===== src/fws_pkg.sv =====
// package of constants and types for the fail-safe watchdog supervisor
package fws_pkg;
  localparam int NumOut = 4;
  // watchdog periods in microseconds, one per period setting
  localparam int WdPeriod0Us = 10000;
  localparam int WdPeriod1Us = 30000;
  localparam int WdPeriod2Us = 50000;
  localparam int WdPeriod3Us = 100000;
  localparam int ClkPeriodNs = 100;
  localparam logic [19:0] WdCycles0 = 20'(WdPeriod0Us * 1000 / ClkPeriodNs);
  localparam logic [19:0] WdCycles1 = 20'(WdPeriod1Us * 1000 / ClkPeriodNs);
  localparam logic [19:0] WdCycles2 = 20'(WdPeriod2Us * 1000 / ClkPeriodNs);
  localparam logic [19:0] WdCycles3 = 20'(WdPeriod3Us * 1000 / ClkPeriodNs);
  // overcurrent time choices in microseconds, indexed by time select
  localparam int OcTime0Us = 150;
  localparam int OcTime1Us = 1200;
  localparam int OcTime2Us = 2500;
  localparam int OcTime3Us = 5000;
  localparam logic [15:0] OcCycles0 = 16'(OcTime0Us * 1000 / ClkPeriodNs);
  localparam logic [15:0] OcCycles1 = 16'(OcTime1Us * 1000 / ClkPeriodNs);
  localparam logic [15:0] OcCycles2 = 16'(OcTime2Us * 1000 / ClkPeriodNs);
  localparam logic [15:0] OcCycles3 = 16'(OcTime3Us * 1000 / ClkPeriodNs);
  // default settings after reset; all but the watchdog period also on fail-safe entry
  localparam logic [2:0] OcLowLevelDef  = 3'h0;
  localparam logic       OcHighLevelDef = 1'h0;
  localparam logic [1:0] OcTimeDef      = 2'h0;
  localparam logic [3:0] OtLatchDef     = 4'h0;
  localparam logic [1:0] WdPeriodDef    = 2'h0;
  // bit positions in status words
  localparam int WdTimeoutBit  = 2;
  localparam int OvFaultBit    = 1;
  localparam int OvWarnBit     = 13;
  localparam int ToggleBit     = 15;
  // fail-safe select levels
  typedef enum logic [1:0] {
    FWS_SEL_GND  = 2'h0,
    FWS_SEL_OFF  = 2'h1,
    FWS_SEL_OUT0 = 2'h2,
    FWS_SEL_OPEN = 2'h3
  } fws_sel_t;
  localparam logic [3:0] PatOff  = 4'h0;
  localparam logic [3:0] PatOut0 = 4'h1;
  localparam logic [3:0] PatOpen = 4'h5;
  // supervisor modes
  typedef enum logic [2:0] {
    FWS_IDLE  = 3'b001,
    FWS_ARMED = 3'b010,
    FWS_SAFE  = 3'b100
  } fws_mode_t;
endpackage : fws_pkg


===== src/fws_ch_protect.sv =====
// per-output protection: overtemperature, overcurrent, overvoltage gating
`timescale 1ns/1ps
module fws_ch_protect
  import fws_pkg::*;
(
  input  wire logic       clk,
  input  wire logic       rst_b,
  input  wire logic       cmdOn,
  input  wire logic       otLatchCfg,
  input  wire logic       overTemp,
  input  wire logic       overTempHys,
  input  wire logic       ocLowHit,
  input  wire logic       ocHighHit,
  input  wire logic [15:0] ocLimit,
  input  wire logic       ovBlock,
  input  wire logic       failSafe,
  input  wire logic       selGndPulse,
  output      logic       drive,
  output      logic       otLatched,
  output      logic       ocLatched,
  output      logic       otActive
);
  typedef struct packed {
    logic        cmdPrev;
    logic        otLat;
    logic        otNl;
    logic        ocLat;
    logic [15:0] ocCnt;
  } fws_ch_t;
  fws_ch_t st_reg, st_next;

  // next-state for latches and timer
  always_comb begin
    st_next = st_reg;
    st_next.cmdPrev = cmdOn;
    if (cmdOn && !st_reg.cmdPrev && !failSafe) begin
      st_next.otLat = 1'b0;
      st_next.ocLat = 1'b0;
    end
    if (selGndPulse) begin
      st_next.otLat = 1'b0;
    end
    if (overTemp && cmdOn) begin
      if (otLatchCfg && !failSafe) st_next.otNl = 1'b1;
      else st_next.otLat = 1'b1;
    end else if (!overTempHys) begin
      st_next.otNl = 1'b0;
    end
    if (ocLowHit && cmdOn && !st_reg.ocLat) begin
      if (st_reg.ocCnt >= ocLimit) st_next.ocLat = 1'b1;
      else st_next.ocCnt = st_reg.ocCnt + 16'h1;
    end else begin
      st_next.ocCnt = 16'h0;
    end
    if (ocHighHit && cmdOn) st_next.ocLat = 1'b1;
  end

  always_ff @(posedge clk or negedge rst_b) begin
    if (!rst_b) st_reg <= '0;
    else st_reg <= st_next;
  end

  assign drive = cmdOn && !st_reg.otLat && !st_reg.otNl && !st_reg.ocLat
                 && !ovBlock;
  assign otLatched = st_reg.otLat;
  assign ocLatched = st_reg.ocLat;
  assign otActive  = st_reg.otNl | st_reg.otLat;
endmodule : fws_ch_protect


===== src/fws_supervisor.sv =====
// watchdog, fail-safe mode and fault reporting for a four-output switch
`timescale 1ns/1ps
module fws_supervisor
  import fws_pkg::*;
(
  input  wire logic        clk,
  input  wire logic        rst_b,
  input  wire logic        logicSupplyOk,
  input  wire logic        wakePin,
  input  wire logic        resetPin,
  input  wire logic [1:0]  failsafe_select_input,
  input  wire logic [3:0]  direct_drive_inputs,
  input  wire logic        spiWordValid,
  input  wire logic [15:0] spiWord,
  input  wire logic [3:0]  spiOutCmd,
  input  wire logic [1:0]  watchdog_period_setting,
  input  wire logic [2:0]  overcurrent_low_level_sel,
  input  wire logic        overcurrent_high_level_sel,
  input  wire logic [1:0]  overcurrent_time_sel,
  input  wire logic [3:0]  overtemp_latch_cfg,
  input  wire logic        overvoltage_protect_off,
  input  wire logic        cfgWrite,
  input  wire logic [3:0]  overTemp,
  input  wire logic [3:0]  overTempHys,
  input  wire logic [3:0]  ocLowLevelHit,
  input  wire logic [3:0]  ocHighLevelHit,
  input  wire logic        overVoltage,
  input  wire logic        otherFault,
  output      logic [3:0]  switched_outputs,
  output      logic        fault_flag_n,
  output      logic        watchdog_timeout_flag,
  output      logic [3:0]  overtemp_fault_status,
  output      logic [3:0]  overcurrent_fault_status,
  output      logic        overvoltage_fault_status,
  output      logic        overvoltageWarn,
  output      logic [15:0] faultWord,
  output      logic [2:0]  ocLowLevelActive,
  output      logic        ocHighLevelActive
);
  typedef struct packed {
    fws_mode_t   mode;
    logic        wakePrev;
    logic        rstPrev;
    logic        selGndPrev;
    logic        togglePrev;
    logic [19:0] wdCnt;
    logic [1:0]  wdPer;
    logic [2:0]  ocLow;
    logic        ocHigh;
    logic [1:0]  ocTime;
    logic [3:0]  otCfg;
    logic        ovOff;
    logic [3:0]  otStat;
    logic [3:0]  ocStat;
    logic        ovStat;
    logic [3:0]  outs;
    logic        flagN;
    logic        ovWarn;
    logic [15:0] fword;
  } fws_st_t;
  fws_st_t st_reg, st_next;

  logic [3:0] chDrive, chOtLat, chOcLat, chOtAct, cmdOn;
  logic       selGnd, failSafe, selGndPulse, ovBlock;
  logic [15:0] ocLimit;

  // watchdog period in cycles from setting
  function automatic logic [19:0] fws_wd_cycles(input logic [1:0] sel);
    case (sel)
      2'h0:    fws_wd_cycles = WdCycles0;
      2'h1:    fws_wd_cycles = WdCycles1;
      2'h2:    fws_wd_cycles = WdCycles2;
      default: fws_wd_cycles = WdCycles3;
    endcase
  endfunction : fws_wd_cycles

  // overcurrent time in cycles from select
  function automatic logic [15:0] fws_oc_cycles(input logic [1:0] sel);
    case (sel)
      2'h0:    fws_oc_cycles = OcCycles0;
      2'h1:    fws_oc_cycles = OcCycles1;
      2'h2:    fws_oc_cycles = OcCycles2;
      default: fws_oc_cycles = OcCycles3;
    endcase
  endfunction : fws_oc_cycles

  // shared control terms
  assign selGnd      = (failsafe_select_input == FWS_SEL_GND);
  assign failSafe    = (st_reg.mode == FWS_SAFE);
  assign selGndPulse = failSafe && selGnd;
  assign ovBlock     = overVoltage && !st_reg.ovOff;
  assign ocLimit     = fws_oc_cycles(st_reg.ocTime);
  // spi commands lost with the logic supply
  assign cmdOn       = direct_drive_inputs
                       | (spiOutCmd & {4{logicSupplyOk}});

  // per-output protection instances
  for (genvar i = 0; i < NumOut; i++) begin : g_ch
    fws_ch_protect u_ch (
      .clk         (clk),
      .rst_b       (rst_b),
      .cmdOn       (cmdOn[i]),
      .otLatchCfg  (st_reg.otCfg[i]),
      .overTemp    (overTemp[i]),
      .overTempHys (overTempHys[i]),
      .ocLowHit    (ocLowLevelHit[i]),
      .ocHighHit   (ocHighLevelHit[i]),
      .ocLimit     (ocLimit),
      .ovBlock     (ovBlock),
      .failSafe    (failSafe),
      .selGndPulse (selGndPulse),
      .drive       (chDrive[i]),
      .otLatched   (chOtLat[i]),
      .ocLatched   (chOcLat[i]),
      .otActive    (chOtAct[i])
    );
  end

  // mode, watchdog, settings and fault bits
  always_comb begin
    logic       toggled;
    logic       wdExpired;
    logic [3:0] pat;
    toggled   = 1'b0;
    wdExpired = 1'b0;
    pat       = PatOff;
    st_next = st_reg;
    st_next.wakePrev   = wakePin;
    st_next.rstPrev    = resetPin;
    st_next.selGndPrev = selGnd;
    // word arrives whole, toggle is bit 15
    if (spiWordValid) begin
      st_next.togglePrev = spiWord[ToggleBit];
      toggled = (spiWord[ToggleBit] != st_reg.togglePrev);
    end
    if (cfgWrite) begin
      st_next.wdPer  = watchdog_period_setting;
      st_next.ocLow  = overcurrent_low_level_sel;
      st_next.ocHigh = overcurrent_high_level_sel;
      st_next.ocTime = overcurrent_time_sel;
      st_next.otCfg  = overtemp_latch_cfg;
      st_next.ovOff  = overvoltage_protect_off;
    end
    if (toggled || st_reg.mode != FWS_ARMED) st_next.wdCnt = 20'h0;
    else st_next.wdCnt = st_reg.wdCnt + 20'h1;
    wdExpired = (st_reg.mode == FWS_ARMED) && !toggled
                && (st_reg.wdCnt >= fws_wd_cycles(st_reg.wdPer) - 20'h1);
    case (st_reg.mode)
      FWS_IDLE: begin
        // arm on rising wake or reset
        if (!selGnd && ((wakePin && !st_reg.wakePrev)
                        || (resetPin && !st_reg.rstPrev)))
          st_next.mode = FWS_ARMED;
      end
      FWS_ARMED: begin
        if (selGnd) begin
          st_next.mode = FWS_IDLE;
        end else if (wdExpired) begin
          st_next.mode = FWS_SAFE;
          st_next.ocLow  = OcLowLevelDef;
          st_next.ocHigh = OcHighLevelDef;
          st_next.ocTime = OcTimeDef;
          st_next.otCfg  = OtLatchDef;
        end
      end
      FWS_SAFE: begin
        // both pins fall together, or ground
        if (selGnd || (!wakePin && !resetPin && st_reg.wakePrev
                       && st_reg.rstPrev))
          st_next.mode = FWS_IDLE;
        else if (cfgWrite) begin
          st_next.ocLow  = OcLowLevelDef;
          st_next.ocHigh = OcHighLevelDef;
          st_next.ocTime = OcTimeDef;
          st_next.otCfg  = OtLatchDef;
        end
      end
      default: st_next.mode = FWS_IDLE;
    endcase
    if (spiWordValid) begin
      st_next.otStat = 4'h0;
      st_next.ocStat = 4'h0;
      st_next.ovStat = 1'b0;
    end
    st_next.otStat = st_next.otStat | chOtAct;
    st_next.ocStat = st_next.ocStat | chOtLat | chOcLat;
    if (overVoltage) st_next.ovStat = 1'b1;
    st_next.ovWarn = overVoltage;
    case (failsafe_select_input)
      FWS_SEL_OUT0: pat = PatOut0;
      FWS_SEL_OPEN: pat = PatOpen;
      default:      pat = PatOff;
    endcase
    if (st_next.mode == FWS_SAFE) st_next.outs = pat & ~(chOtLat | chOcLat)
                                                 & {4{!ovBlock}};
    else st_next.outs = chDrive;
    // flag low on any fault except the watchdog timeout; latched held
    st_next.flagN = !(overVoltage || otherFault || (|chOtAct)
                      || (|chOcLat));
    st_next.fword = 16'h0;
    st_next.fword[WdTimeoutBit] = (st_next.mode == FWS_SAFE);
    st_next.fword[OvFaultBit]   = st_next.ovStat;
    st_next.fword[OvWarnBit]    = overVoltage;
    st_next.fword[11:8]         = st_next.otStat;
    st_next.fword[7:4]          = st_next.ocStat;
  end

  always_ff @(posedge clk or negedge rst_b) begin
    if (!rst_b) begin
      st_reg        <= '0;
      st_reg.mode   <= FWS_IDLE;
      st_reg.flagN  <= 1'b1;
      st_reg.wdPer  <= WdPeriodDef;
    end else if (!logicSupplyOk) begin
      st_reg        <= '0;
      st_reg.mode   <= (st_reg.mode == FWS_IDLE) ? FWS_IDLE : st_next.mode;
      st_reg.wdCnt  <= st_next.wdCnt;
      st_reg.wakePrev <= wakePin;
      st_reg.rstPrev  <= resetPin;
      st_reg.outs   <= st_next.outs;
      st_reg.flagN  <= st_next.flagN;
      // watchdog keeps working, timeout bit tracks mode
      st_reg.togglePrev <= st_next.togglePrev;
      st_reg.fword[WdTimeoutBit] <= st_next.fword[WdTimeoutBit];
    end else begin
      st_reg <= st_next;
    end
  end

  // outputs straight from the state register
  assign switched_outputs         = st_reg.outs;
  assign fault_flag_n             = st_reg.flagN;
  assign watchdog_timeout_flag    = st_reg.fword[WdTimeoutBit];
  assign overtemp_fault_status    = st_reg.otStat;
  assign overcurrent_fault_status = st_reg.ocStat;
  assign overvoltage_fault_status = st_reg.ovStat;
  assign overvoltageWarn          = st_reg.ovWarn;
  assign faultWord                = st_reg.fword;
  // one low and one high level selected
  assign ocLowLevelActive         = st_reg.ocLow;
  assign ocHighLevelActive        = st_reg.ocHigh;
endmodule : fws_supervisor


===== config.mk =====
export PLATFORM = sky130hd
export DESIGN_NAME = fws_supervisor
export DESIGN_NICKNAME = d
export VERILOG_FILES = /design/src/fws_pkg.sv /design/src/fws_ch_protect.sv /design/src/fws_supervisor.sv
export SDC_FILE = /design/constraint.sdc
export NUM_CORES = 1
export LEC_CHECK = 0
export ABC_CLOCK_PERIOD_IN_PS = 3100
export BUFFER_PORTS_ARGS = -buffer_cell sky130_fd_sc_hd__buf_2
export CAP_MARGIN = 25
export CORE_AREA = 2 2 139 141
export CTS_CLUSTER_SIZE = 25
export DETAILED_ROUTE_END_ITERATION = 8
export DIE_AREA = 0 0 141 143
export PLACE_DENSITY = 0.64
export SYNTH_ARGS = -nofsm -noshare
export SYNTH_HDL_FRONTEND = slang
export SYNTH_SLANG_ARGS = --single-unit

===== constraint.sdc =====
create_clock -name clk -period 3.1 [get_ports clk]
set_input_delay 0.31 -clock clk [delete_from_list [all_inputs] [get_ports clk]]
set_output_delay 0.31 -clock clk [all_outputs]
set_load 0.02 [all_outputs]

# Word level (Yosys, flattened, before mapping)
# Cells that the tools add are included.
[word_totals]
mem_bits_ro = 0
input_bits = 64
latch_bits = 0
mem_bits_rw = 0
n_memories = 0
output_inout_bits = 36
elab_cells = 256
register_bits = 150
[classes]
n_eq_ne = 25
shifts = 0
n_mul = 0
reduce_logical = 95
magnitude_cmp = 5
add_sub_neg = 6
div_mod_pow = 0
bitwise = 13
n_mux = 74
[ops]
columns = ["op", "n"]
rows = [
  ["16-bit two-way mux", 8],
  ["71-bit two-way mux", 1],
  ["16-bit by 1-bit adder with 16-bit output, second input constant", 4],
  ["16-bit greater-or-equal comparator", 4],
  ["20-bit case mux with 3 select lines", 1],
  ["1-bit logical AND", 54],
  ["16-bit case mux with 3 select lines", 1],
  ["1-bit two-way mux", 47],
  ["10-bit two-way mux", 4],
  ["1-bit logical NOT", 26],
  ["20-bit by 1-bit adder with 20-bit output, second input constant", 1],
  ["20-bit greater-or-equal comparator", 1],
  ["20-bit two-way mux", 1],
  ["4-bit OR", 5],
  ["10-bit case mux with 2 select lines", 1],
  ["20-bit by 1-bit subtractor with 20-bit output, second input constant", 1],
  ["2-bit != test, second input constant", 8],
  ["3-bit two-way mux", 5],
  ["13-bit two-way mux", 1],
  ["4-bit AND", 3],
  ["2-bit by 1-bit != test with 1-bit output, second input constant", 5],
  ["9-bit two-way mux", 1],
  ["3-bit case mux with 3 select lines", 1],
  ["2-bit equality test, second input constant", 4],
  ["14 further kinds", 30],
]

# Depth between registers and ports, before layout
# Gate-level depths: netlist of the first run.
[logic_depth]
ltp_word = 11
mapped_depth = 12
mapped_depth_nobuf = 10

# Modules after synthesis
# A second synthesis of the first run with hierarchy kept.
[hier_totals]
cells_unflattened = 1008
hier_area_um2 = 9226.3
[by_module_without_submodules]
columns = ["mod", "area_each_um2", "seq_area_each_um2", "cells_per_inst", "instances"]
rows = [
  ["fws_ch_protect", 1470.2, 500.5, 168, 4],
  ["fws_supervisor", 3345.7, 1378.8, 336, 1],
]

# Worst setup path before layout of the first run
# No wires, ideal clock.
[synth_timing]
path_type = "register to register"
from = "reg st_reg[37] (netlist bit)"
to = "reg g_ch[1].u_ch.st_reg[11] (netlist bit)"
arrival_time_ps = 3124
setup_slack_ps = -103
required_ps = 3021
stages_incl_launch_ff = 11
path_buffers = 0
setup_time_ps = 79
synth_period_minus_slack_ps = 3203
cell_sequence = "dfrtp_1 -> inv_1 -> ha_1 -> o21ai_0 -> ha_1 -> and3_1 -> o311a_1 -> o21ai_2 -> nand4_4 -> or4_1 -> a21oi_1"
[synth_between]
elab_chain_len = 4
word_cells_on_any_way = 6
cone_classes = "1 x order compare; 3 x eq/ne; 1 x mux; 1 x reduce/logical"
[synth_rtl]
columns = ["element", "line_no", "rtl"]
rows = [
  ["start, declared", "fws_supervisor.sv:61", "fws_st_t st_reg, st_next;"],
  ["start signal, assigned", "fws_supervisor.sv:226", "st_reg <= st_next;"],
  ["2-bit equality test (tied with other cells)", "fws_supervisor.sv:79", "case (sel)"],
  ["16-bit case mux with 3 select lines (*)", "fws_supervisor.sv:79", ""],
  ["16-bit greater-or-equal comparator (*)", "fws_ch_protect.sv:50", "if (st_reg.ocCnt >= ocLimit) st_next.ocLat = 1'b1;"],
  ["2-bit != test (no source line) (*)", "n/a", ""],
  ["end signal, assigned", "fws_ch_protect.sv:60", "else st_reg <= st_next;"],
  ["end, declared", "fws_ch_protect.sv:30", "fws_ch_t st_reg, st_next;"],
]
# Every way passes the cells marked *; elsewhere a longest branch is shown, timed or not.
# A chain may end at the register's enable or synchronous reset.

# Worst setup path in the final report of the first run
[layout_timing]
from = "reg st_reg[36] (netlist bit)"
to = "reg g_ch[1].u_ch.st_reg[7] (netlist bit)"
# Same word-level chain as after synthesis.

==> results of run 1 <==
[through the flow]
| stage | std cells | util [%] | instance area [um2] | TNS (ns) |
|---|---|---|---|---|
| after floorplan | 881 | - | 8440 | 0 |
| after global placement | 1179 | 48.9 | 9090 | 0 |
| after detailed placement | 1179 | 48.9 | 9090 | 0 |
| after CTS | 1212 | 52.6 | 9760 | 0 |
| after global routing | 1223 | 53.4 | 9930 | -0.00610 |
| final | 1223 | 53.4 | 9930 | 0 |
[layout by cell type, fill, tap and decap left out, types with 7 or more instances in the layout]
cell,Yosys,routed
nor2b_1,18,18
xnor2_1,16,16
nand2b_1,7,7
and3_1,14,14
a22o_1,10,10
nor2_1,70,69
o31a_1,7,7
or3_1,23,23
nand4_1,30,30
and2_1,16,16
xor2_1,28,28
o31ai_1,12,12
clkbuf_16,0,17
a21oi_1,49,47
or4_1,17,17
o21ai_0,34,31
nor3_1,10,10
dfrtp_1,133,133
o211ai_1,10,10
buf_4,31,42
mux2i_1,10,10
nand3_1,41,40
ha_1,88,87
buf_2,1,78
nand2_1,62,62
inv_1,41,40
[worst max-delay path, delay by kind of cell (launching register included)]
family / cells / cell delay, ns
flip-flops: 1 / 0.37
AO/OA/AOI/OAI: 4 / 0.62
AND/OR/NAND/NOR: 3 / 0.66
adder cells (fa/ha/maj): 2 / 0.46
buffers and inverters: 5 / 0.74
[cells by family (layout without fill, tap and decap cells)]
logic type      count (synthesis)  after routing
mux                            11             11
compound gates                166            166
fa+ha+maj                      88             88
flops                         135            135
xor+xnor                       44             44
simple gates                  341            341
other cells                     2              6
buf+inv                        90            198
[where the power goes]
| part | switching [uW] | leakage [uW] | internal, uW | total, uW |
|---|---|---|---|---|
| Sequential | 47.7 | 0.00181 | 1820 | 1870 |
| Combinational | 288 | 0.00238 | 184 | 472 |
| Clock | 845 | 0.000322 | 1450 | 2300 |
| Total | 1180 | 0.00451 | 3460 | 4640 |
[per-layer routing]
metal | global-route usage (%) | vias to the layer above
met1 | 27.8 | 3259
met3 | 3.29 | 23
met5 | 0 | -
met2 | 34.3 | 102
li1 | - | 3351
met4 | 7.11 | 0
[area by class of cell]
cell class                      count  area [um2]
Multi-Input combinational cell    656        4650
Fill cell                        1663        8650
Inverter                           41         154
Clock buffer                       17         425
Tap cell                          234         293
Timing Repair Buffer              125         778
Sequential cell                   135        3380
Clock inverter                     15         241
[repair_timing]
item,CTS,global route
resized for setup,0,19
hold endpoints to repair,64,0
setup endpoints to repair,0,37
hold buffers,1,0
setup buffers,0,11
[path summary, 6_finish.rpt]
kind / from / end / cells after the start / slack [ns]
worst max-delay path: st_reg[36]$_DFF_PN0_ / g_ch[1].u_ch.st_reg[7]$_DFFE_PN0P_ / 14 / 0.17
min in group asynchronous: rst_b / st_reg[50]$_DFF_PN0_ / 2 / 0.44
max in group asynchronous: rst_b / g_ch[2].u_ch.st_reg[8]$_DFFE_PN0P_ / 3 / 1.86
worst min register to register: st_reg[44]$_DFF_PN0_ / st_reg[44]$_DFF_PN0_ / 1 / 0.48
worst max register to register: st_reg[36]$_DFF_PN0_ / g_ch[1].u_ch.st_reg[7]$_DFFE_PN0P_ / 14 / 0.17
worst min-delay path: wakePin / st_reg[67]$_DFF_PN0_ / 1 / 0.02
==> metrics, run 1 <==
worst slew pin tran 0.850 ns; number of global-route vias before repair 6736; met2 WL 9.53 mm; maximum root-to-sink buffer count 2; synth cell count leaders dfrtp_1, ha_1, nor2_1; Setup Crit Path Kind reg2reg; port bufs 79; period utilization 94.6%; Mapped Cells 877; first-pass GRT wire length 33.4 mm; CTS tree built; met3 wire length 492 um; complex-gate fraction of the synthesized area 13.2%; fin. max-slew vios 0; I/O pin total 100; via/cell ratio 5.51; initial antenna violation count 0; status finished clean; maximum VDD drop 0.347 mV; largest family of logic cells by synthesized area simple AND/OR/NAND/NOR gates; Worst EP required 3.43 ns; Synth Area in XOR/XNOR 4.57%; Pre-Repair DR Iteration Count 4; wirelength, routed 19.7 mm; minimum clock period 2.93 ns; largest net degree at the start of global routing 69; nets 1128; Post-synth EDFFs 0; Largest register FFs 72; die height 143 um; simple-gate share of the synthesized area 21.8%; share of cells above drive strength 1 18.7%; Routed Antenna Nets 0; Max Cap Violations 0; highest metal used met4; drt wl/cell 16.1 um; clock latency on the worst-skew pair 0.42 ns; post-synthesis sequential area ratio 40.1%; final setup violation count 0; DP HPWL 14.3 mm; crit path cell chain buf_4 > ha_1 > buf_4 > nor2_4 > buf_4 > ha_1 > a21oi_2 > o221ai_2 > a21oi_2 > buf_4 > buf_4 > nand3b_1 > or3_1 > a21oi_2; FP Rows 50; critical path launch point type flip-flop; Sink Count 135; Slew HR 43.2%; f_max 0.341 GHz; Synth Area in Adders 13.1%; Root Driver clkbuf_16; synth top area cells dfrtp_1, ha_1, nor2_1; Clk pin slew, worst setup/hold paths 0.06 ns; via count 6735; FF+latch count, synth 135; area leader, netlist dfrtp_1; final setup skew 0.0102 ns; crit-path max FO 5; area grow syn2layout 17.8%; Post-route DRC 0; Hold WS 0.0236 ns; total power 4640 uW; post-synthesis cell area 8430 um2; gr ovfl total 0; most frequent cell after synthesis dfrtp_1; LEAKAGE 0.00451 uW; die footprint 20200 um2; Initial DRC Count 307; Post-Route M1 WL 9.37 mm; PwrDens 467 nW/um2; Worst path most repeated cell buf_4; Initial Util 45.4%; width of the die 141 um; leading register cell type out of synthesis dfrtp_1; Hold Path Class in2reg; Ys Warns 0; Fin. Hold Viols 0; post-synth top area share 39.5%; crit-path max cell delay 0.40 ns; Placement Setup Slack 0.0408 ns; post-synthesis async set-or-reset flop share 100%; Slowest-stage cell, CP or3_1; htree depth 4; Worst Path Arrival 3.26 ns; Final WS setup 0.168 ns; synthesized area per cell 9.61 um2; cts bufs inserted 17; Synth cell types 67; Core Region 18600 um2; GP Congestion 0.793; Ant. Diodes 0; CP endpoint kind flip-flop; GRT Resource Usage Total 20.7%; mux contribution to synthesized area 1.32%
No activity file was read; power rests on OpenSTA's default activity.
==> run 2, diff against run 1 <==
- MAX_ROUTING_LAYER: default -> met4
==> run 2 against run 1 <==
Net effect:
- wire length grew 0.14%
- via count increased by 0.12%
- first-iteration DRC count shrank 7.8%
- sequential share of layout area is the same
- count of clock-buffer cells in the layout is the same
- sequential cell count did not move
- highest routed layer unchanged
- core utilization unchanged
- hold slack lost 0.00084 ns
- die area is the same
- critical path depth did not move
- global-route usage up 0.63 points
- register-to-register slack barely moved
==> metrics, run 2 (synthesis results as in run 1) <==
status finished clean; f_max 0.342 GHz (+0.15%); minimum clock period 2.93 ns (-0.00425 ns); worst setup path start st_reg[36]$_DFF_PN0_; Slowest-stage cell, CP or3_1; largest net degree at the start of global routing 69 (unchanged); Core Region 18600 um2 (unchanged); drt wl/cell 16.2 um (+0.14%); htree depth 4 (unchanged); R2R depth 14 (unchanged); Util after Layout 53.4% (unchanged); crit-path max cell delay 0.40 ns (about the same); R2R setup slack 0.17 ns (about the same); Worst Path Arrival 3.26 ns (about the same); cts bufs inserted 17 (unchanged); wirelength, routed 19.8 mm (+0.14%); Post-route DRC 0 (unchanged); Setup Crit Path Kind reg2reg; Crit path max-delay family buffers and inverters; Initial Util 45.4% (unchanged); Largest register FFs 72 (unchanged); Routed Antenna Nets 0 (unchanged); fin. max-slew vios 0 (unchanged); LEAKAGE 0.00451 uW (unchanged); r2r endpoint g_ch[1].u_ch.st_reg[7]$_DFFE_PN0P_; Ant. Diodes 0 (unchanged); FF-to-FF Start st_reg[36]$_DFF_PN0_; area grow syn2layout 17.8% (unchanged); Sink Count 135 (unchanged); maximum VDD drop 0.353 mV (+1.7%); FP Rows 50 (unchanged); width of the die 141 um (unchanged); first-pass GRT wire length 33.4 mm (+0.14%); final setup violation count 0 (unchanged); die height 143 um (unchanged); Slew HR 42.9% (-0.23 points); maximum root-to-sink buffer count 2 (unchanged); via/cell ratio 5.51 (+0.12%); crit-path max FO 5 (unchanged); Finished Cell Area 9930 um2 (unchanged); Max Cap Violations 0 (unchanged); most frequent cells in the layout dfrtp_1, ha_1, buf_2; initial antenna violation count 0 (unchanged); commonest non-fill, non-tap cell in the layout dfrtp_1; CTS tree built; PwrDens 468 nW/um2 (about the same); number of global-route vias before repair 6733 (-0.045%); Worst path most repeated cell buf_4; period utilization 94.4% (-0.14 points); worst path buffer plus inverter count 5 (unchanged); HP Start wakePin; Initial DRC Count 283 (-7.8%); gr ovfl total 0 (unchanged); DP HPWL 14.3 mm (unchanged); Fin. Hold Viols 0 (unchanged); final setup skew 0.00842 ns (-0.00181 ns); total power 4640 uW (about the same); worst slew pin tran 0.853 ns (+0.00343 ns); CP endpoint kind flip-flop; GP Congestion 0.804 (+1.4%); via count 6743 (+0.12%); Post-Place Cell Area 9090 um2 (unchanged); clock latency on the worst-skew pair 0.43 ns (about the same); Clk pin slew, worst setup/hold paths 0.06 ns (about the same); crit path cell chain buf_4 > ha_1 > buf_4 > nor2_4 > buf_4 > ha_1 > a21oi_2 > o221ai_2 > a21oi_2 > buf_4 > buf_4 > nand3b_1 > or3_1 > a21oi_2; critical path launch point type flip-flop; Root Driver clkbuf_16; die footprint 20200 um2 (unchanged); GRT Resource Usage Total 21.3% (+0.63 points); Worst EP required 3.43 ns (about the same); nets 1128 (unchanged); FILL cells 1663 (unchanged); post-route setup TNS 0 ns (unchanged); port bufs 79 (unchanged); Worst Hold End st_reg[67]$_DFF_PN0_; share of cells above drive strength 1 18.7% (unchanged); Hold Path Class in2reg; Pre-Repair DR Iteration Count 4 (unchanged); I/O pin total 100 (unchanged); Hold Path Cell Cnt 1 (unchanged)
==> run 2: through the flow <==
step | setup WS [ns] | cells | hold slack [ns]
floorplan | 0.0117 | 881 | 0.0144
global placement | 0.0878 | 1179 | 0.352
detailed placement | 0.0408 | 1179 | 0.353
CTS | 0.0320 | 1212 | 0.00840
global route | -0.00635 | 1223 | 0.0190
finish | 0.172 | 1223 | 0.0227
==> run 2: layer usage <==
| layer | vias up | wire length [um] | share of wire (%) | GRT usage (%) |
|---|---|---|---|---|
| met2 | 94 | 9440 | 48 | 34.2 |
| met3 | 26 | 468 | 2.4 | 3.39 |
| met5 | - | 0 | 0 | - |
| met1 | 3271 | 9450 | 48 | 27.9 |
| met4 | 0 | 404 | 2.0 | 6.95 |
| li1 | 3352 | - | - | - |
==> run 2: how the worst max path moves through the flow <==
stage                                               end  cells after the start
floorplan           g_ch[1].u_ch.st_reg[11]$_DFFE_PN0P_                     10
CTS                 g_ch[1].u_ch.st_reg[12]$_DFFE_PN0P_                     11
global route         g_ch[1].u_ch.st_reg[7]$_DFFE_PN0P_                     14
detailed placement  g_ch[1].u_ch.st_reg[12]$_DFFE_PN0P_                     11
finish               g_ch[1].u_ch.st_reg[7]$_DFFE_PN0P_                     14
global placement    g_ch[1].u_ch.st_reg[11]$_DFFE_PN0P_                     11
==> run 2: cell type report <==
cell class | instances | area, um2 | area share, %
clock buffers | 17 | 425 | 4.29
multi-input cells | 656 | 4650 | 46.9
flip-flops and latches | 135 | 3380 | 34.1
well taps | 234 | 293 | 2.95
inverters | 41 | 154 | 1.55
clock inverters | 15 | 241 | 2.43
repair buffers | 125 | 778 | 7.84
==> run 2: report_power, final <==
| part | total [uW] | switching (uW) | leakage, uW | internal [uW] |
|---|---|---|---|---|
| clock | 2300 | 848 | 0.000322 | 1450 |
| sequential | 1870 | 48.1 | 0.00181 | 1820 |
| combinational | 473 | 288 | 0.00238 | 184 |
==> run 2: repair_timing <==
action | in CTS | in global routing
setup endpoints to repair | 0 | 37
buffers inserted | 0 | 11
hold buffers | 1 | 0
resized for setup | 0 | 19
endpoints found under the hold margin | 64 | 0
==> run 2: worst register-to-register path: stages, from the launching register on <==
cell and delay, ns:
dfrtp_1 0.37, buf_4 0.16, ha_1 0.20, buf_4 0.17, nor2_4 0.11, buf_4 0.14, ha_1 0.26, a21oi_2 0.17
o221ai_2 0.11, a21oi_2 0.22, buf_4 0.16, buf_4 0.11, nand3b_1 0.15, or3_1 0.40, a21oi_2 0.12
==> run 3, diff against run 2 <==
- BUFFER_PORTS_ARGS: -buffer_cell sky130_fd_sc_hd__buf_2 -> -buffer_cell sky130_fd_sc_hd__buf_4
- CAP_MARGIN: 25 -> 0
- CORE_AREA: 2 2 139 141 -> 2 2 145 147
- DIE_AREA: 0 0 141 143 -> 0 0 147 149
- SYNTH_HIERARCHICAL: default -> 1
==> run 3 against run 2 <==
Net effect:
- wire length grew 13%
- combinational power increased by 29%
- die area up 8.6%
==> metrics, run 3 <==
status finished clean; maximum VDD drop 0.440 mV (+25%); final setup violation count 0 (unchanged); Hold Path Class in2reg; Clk pin slew, worst setup/hold paths 0.07 ns (about the same); initial antenna violation count 0 (unchanged); Worst Path Arrival 3.31 ns (+0.05 ns); FP Rows 53 (+6.0%); width of the die 147 um (+4.3%); synth top area cells dfrtp_1, ha_1, inv_1; Placement Setup Slack -0.00906 ns (-0.0499 ns); port bufs 79 (unchanged); synthesized area per cell 9.15 um2 (-4.8%); via count 7455 (+11%); GP Congestion 0.826 (+2.6%); FF+latch count, synth 135 (unchanged); total power 4480 uW (-3.5%); LEAKAGE 0.00506 uW (+12%); Post-route DRC 0 (unchanged); Ys Warns 6 (+6); post-synth top area share 36.1% (-3.4 points); I/O pin total 100 (unchanged); minimum clock period 3.00 ns (+0.0681 ns); CP endpoint kind flip-flop; number of global-route vias before repair 7445 (+11%); Synth cell types 65 (-3.0%); wirelength, routed 22.3 mm (+13%); nets 1273 (+13%); clock latency on the worst-skew pair 0.44 ns (about the same); share of cells above drive strength 1 19.0% (+0.32 points); die footprint 21900 um2 (+8.6%); die height 149 um (+4.2%); GRT Resource Usage Total 21.4% (+0.089 points); cts bufs inserted 17 (unchanged); drt wl/cell 15.9 um (-1.5%); post-synthesis sequential area ratio 36.6% (-3.5 points); critical path launch point type flip-flop; Worst EP required 3.42 ns (about the same); Post-synth EDFFs 0 (unchanged); Core Region 20600 um2 (+11%); Mapped Cells 1008 (+15%); Post-Place Cell Area 10100 um2 (+11%); Root Driver clkbuf_16; crit-path max FO 5 (unchanged); Pre-Repair DR Iteration Count 5 (+1); commonest non-fill, non-tap cell in the layout dfrtp_1; via/cell ratio 5.33 (-3.4%); post-route setup TNS 0 ns (unchanged); Final WS setup 0.104 ns (-0.0681 ns); first-pass GRT wire length 36.7 mm (+9.7%); most frequent cells in the layout dfrtp_1, buf_4, inv_1; Initial DRC Count 415 (+47%); PwrDens 409 nW/um2 (-13%); fin. max-slew vios 0 (unchanged); period utilization 96.6% (+2.2 points); area leader, netlist dfrtp_1; Sink Count 135 (unchanged); Fin. Hold Viols 0 (unchanged); Ant. Diodes 0 (unchanged); DP HPWL 15.8 mm (+11%); Slew HR 51.8% (+8.9 points); largest net degree at the start of global routing 77 (+12%); htree depth 4 (unchanged); maximum root-to-sink buffer count 2 (unchanged); post-synthesis async set-or-reset flop share 100% (unchanged); FILL cells 1929 (+16%); post-synthesis cell area 9230 um2 (+9.5%); Largest register FFs 72 (unchanged); Setup Crit Path Kind reg2reg; worst slew pin tran 0.723 ns (-0.131 ns); gr ovfl total 0 (unchanged); final setup skew 0.00770 ns (-0.000724 ns); Max Cap Violations 0 (unchanged); Routed Antenna Nets 0 (unchanged); Initial Util 44.9% (-0.49 points); Storage cell area 3380 um2 (unchanged); leading register cell type out of synthesis dfrtp_1; CTS tree built; unrepaired setup endpoints after global routing yes; area grow syn2layout 18.8%; multi-input gate area in the final layout 5360 um2 (+15%); most frequent cell after synthesis dfrtp_1; Finished Cell Area 11000 um2 (+10%); f_max 0.334 GHz (-2.3%); synth cell count leaders dfrtp_1, inv_1, ha_1, nor2_1, nand2_1
[run 3: cell count changes after synthesis, sizes merged, moves of 9 or more]
| cell | previous run | this run |
|---|---|---|
| a22o | 10 | 0 |
| ha | 88 | 97 |
| inv | 41 | 99 |
| nor2 | 70 | 97 |
| nor3b | 3 | 16 |
| o21a | 3 | 13 |
| or2 | 3 | 15 |
| xnor2 | 16 | 26 |
| xor2 | 28 | 19 |
[run 3: final timing paths]
path	start	slack (ns)	end	cells after the start
worst max-delay path	st_reg[36]$_DFF_PN0_	0.10	g_ch[2].u_ch/st_reg[0]$_DFFE_PN0P_	13
worst min-delay path	overTempHys[0]	0.07	g_ch[0].u_ch/st_reg[17]$_DFFE_PN0P_	3
worst max register to register	st_reg[36]$_DFF_PN0_	0.10	g_ch[2].u_ch/st_reg[0]$_DFFE_PN0P_	13
worst min register to register	st_reg[44]$_DFF_PN0_	0.48	st_reg[44]$_DFF_PN0_	1
max in group asynchronous	rst_b	1.84	st_reg[51]$_DFF_PN0_	3
min in group asynchronous	rst_b	0.46	g_ch[2].u_ch/st_reg[1]$_DFFE_PN0P_	2
[run 3: worst max-delay path, stage by stage (launching register included)]
cell and delay, ns:
dfrtp_1 0.43, inv_2 0.08, buf_4 0.15, ha_1 0.21, or2_4 0.28, inv_2 0.08, ha_4 0.14, nand4_4 0.08
or4_4 0.55, or3_4 0.46, nand3_4 0.15, buf_12 0.12, xnor2_1 0.10, nor2_1 0.05
[run 3: cell type report]
class                           instances  share of cell area, %
Multi-Input combinational cell        740                   48.9
Clock buffer                           17                   3.88
Inverter                               99                   3.39
Tap cell                              275                   3.14
Clock inverter                         15                   1.26
Timing Repair Buffer                  119                   8.54
Sequential cell                       135                   30.9
[run 3: through the flow]
stage / hold WS (ns) / std cells / utilization (%)
after floorplan: 0.0144 / 1024 / -
after global placement: 0.390 / 1352 / 49.1
after detailed placement: 0.387 / 1352 / 49.1
after CTS: 0.0663 / 1388 / 52.1
after global routing: 0.0856 / 1400 / 53.3
final: 0.0742 / 1400 / 53.3
[run 3: power by group]
part | internal (uW) | leakage, uW | total [uW] | switching, uW
clock | 1050 | 0.000265 | 1980 | 923
sequential | 1830 | 0.00180 | 1890 | 65.6
combinational | 266 | 0.00299 | 609 | 343
[run 3: timing repair]
item	4_1_cts	5_1_grt
buffers inserted	0	8
hold buffers	4	0
hold endpoints to repair	75	0
pin swaps	0	3
cloned	0	4
endpoints found under the setup margin	3	62
resized for setup	3	30
[run 3: layer usage]
layer  global-route usage [%]  vias to the layer above  share of wire [%]
met2                     35.1                      121                 48
li1                         -                     3725                  -
met1                     27.6                     3586                 48
met5                        -                        -                  0
met4                     6.01                        0                1.3
met3                     3.67                       23                2.9
[run 3: logic make-up after synthesis]
family	count (synthesis)	share of synthesized area, %
and+or+nand+nor	390	23.6
xor gates and xnor gates	45	4.27
AOI/OAI and AO/OA	176	13.0
adders and majority gates	97	13.2
DFF	135	36.6
other	2	0.0814
buffers and inverters	153	7.99
muxes	10	1.21
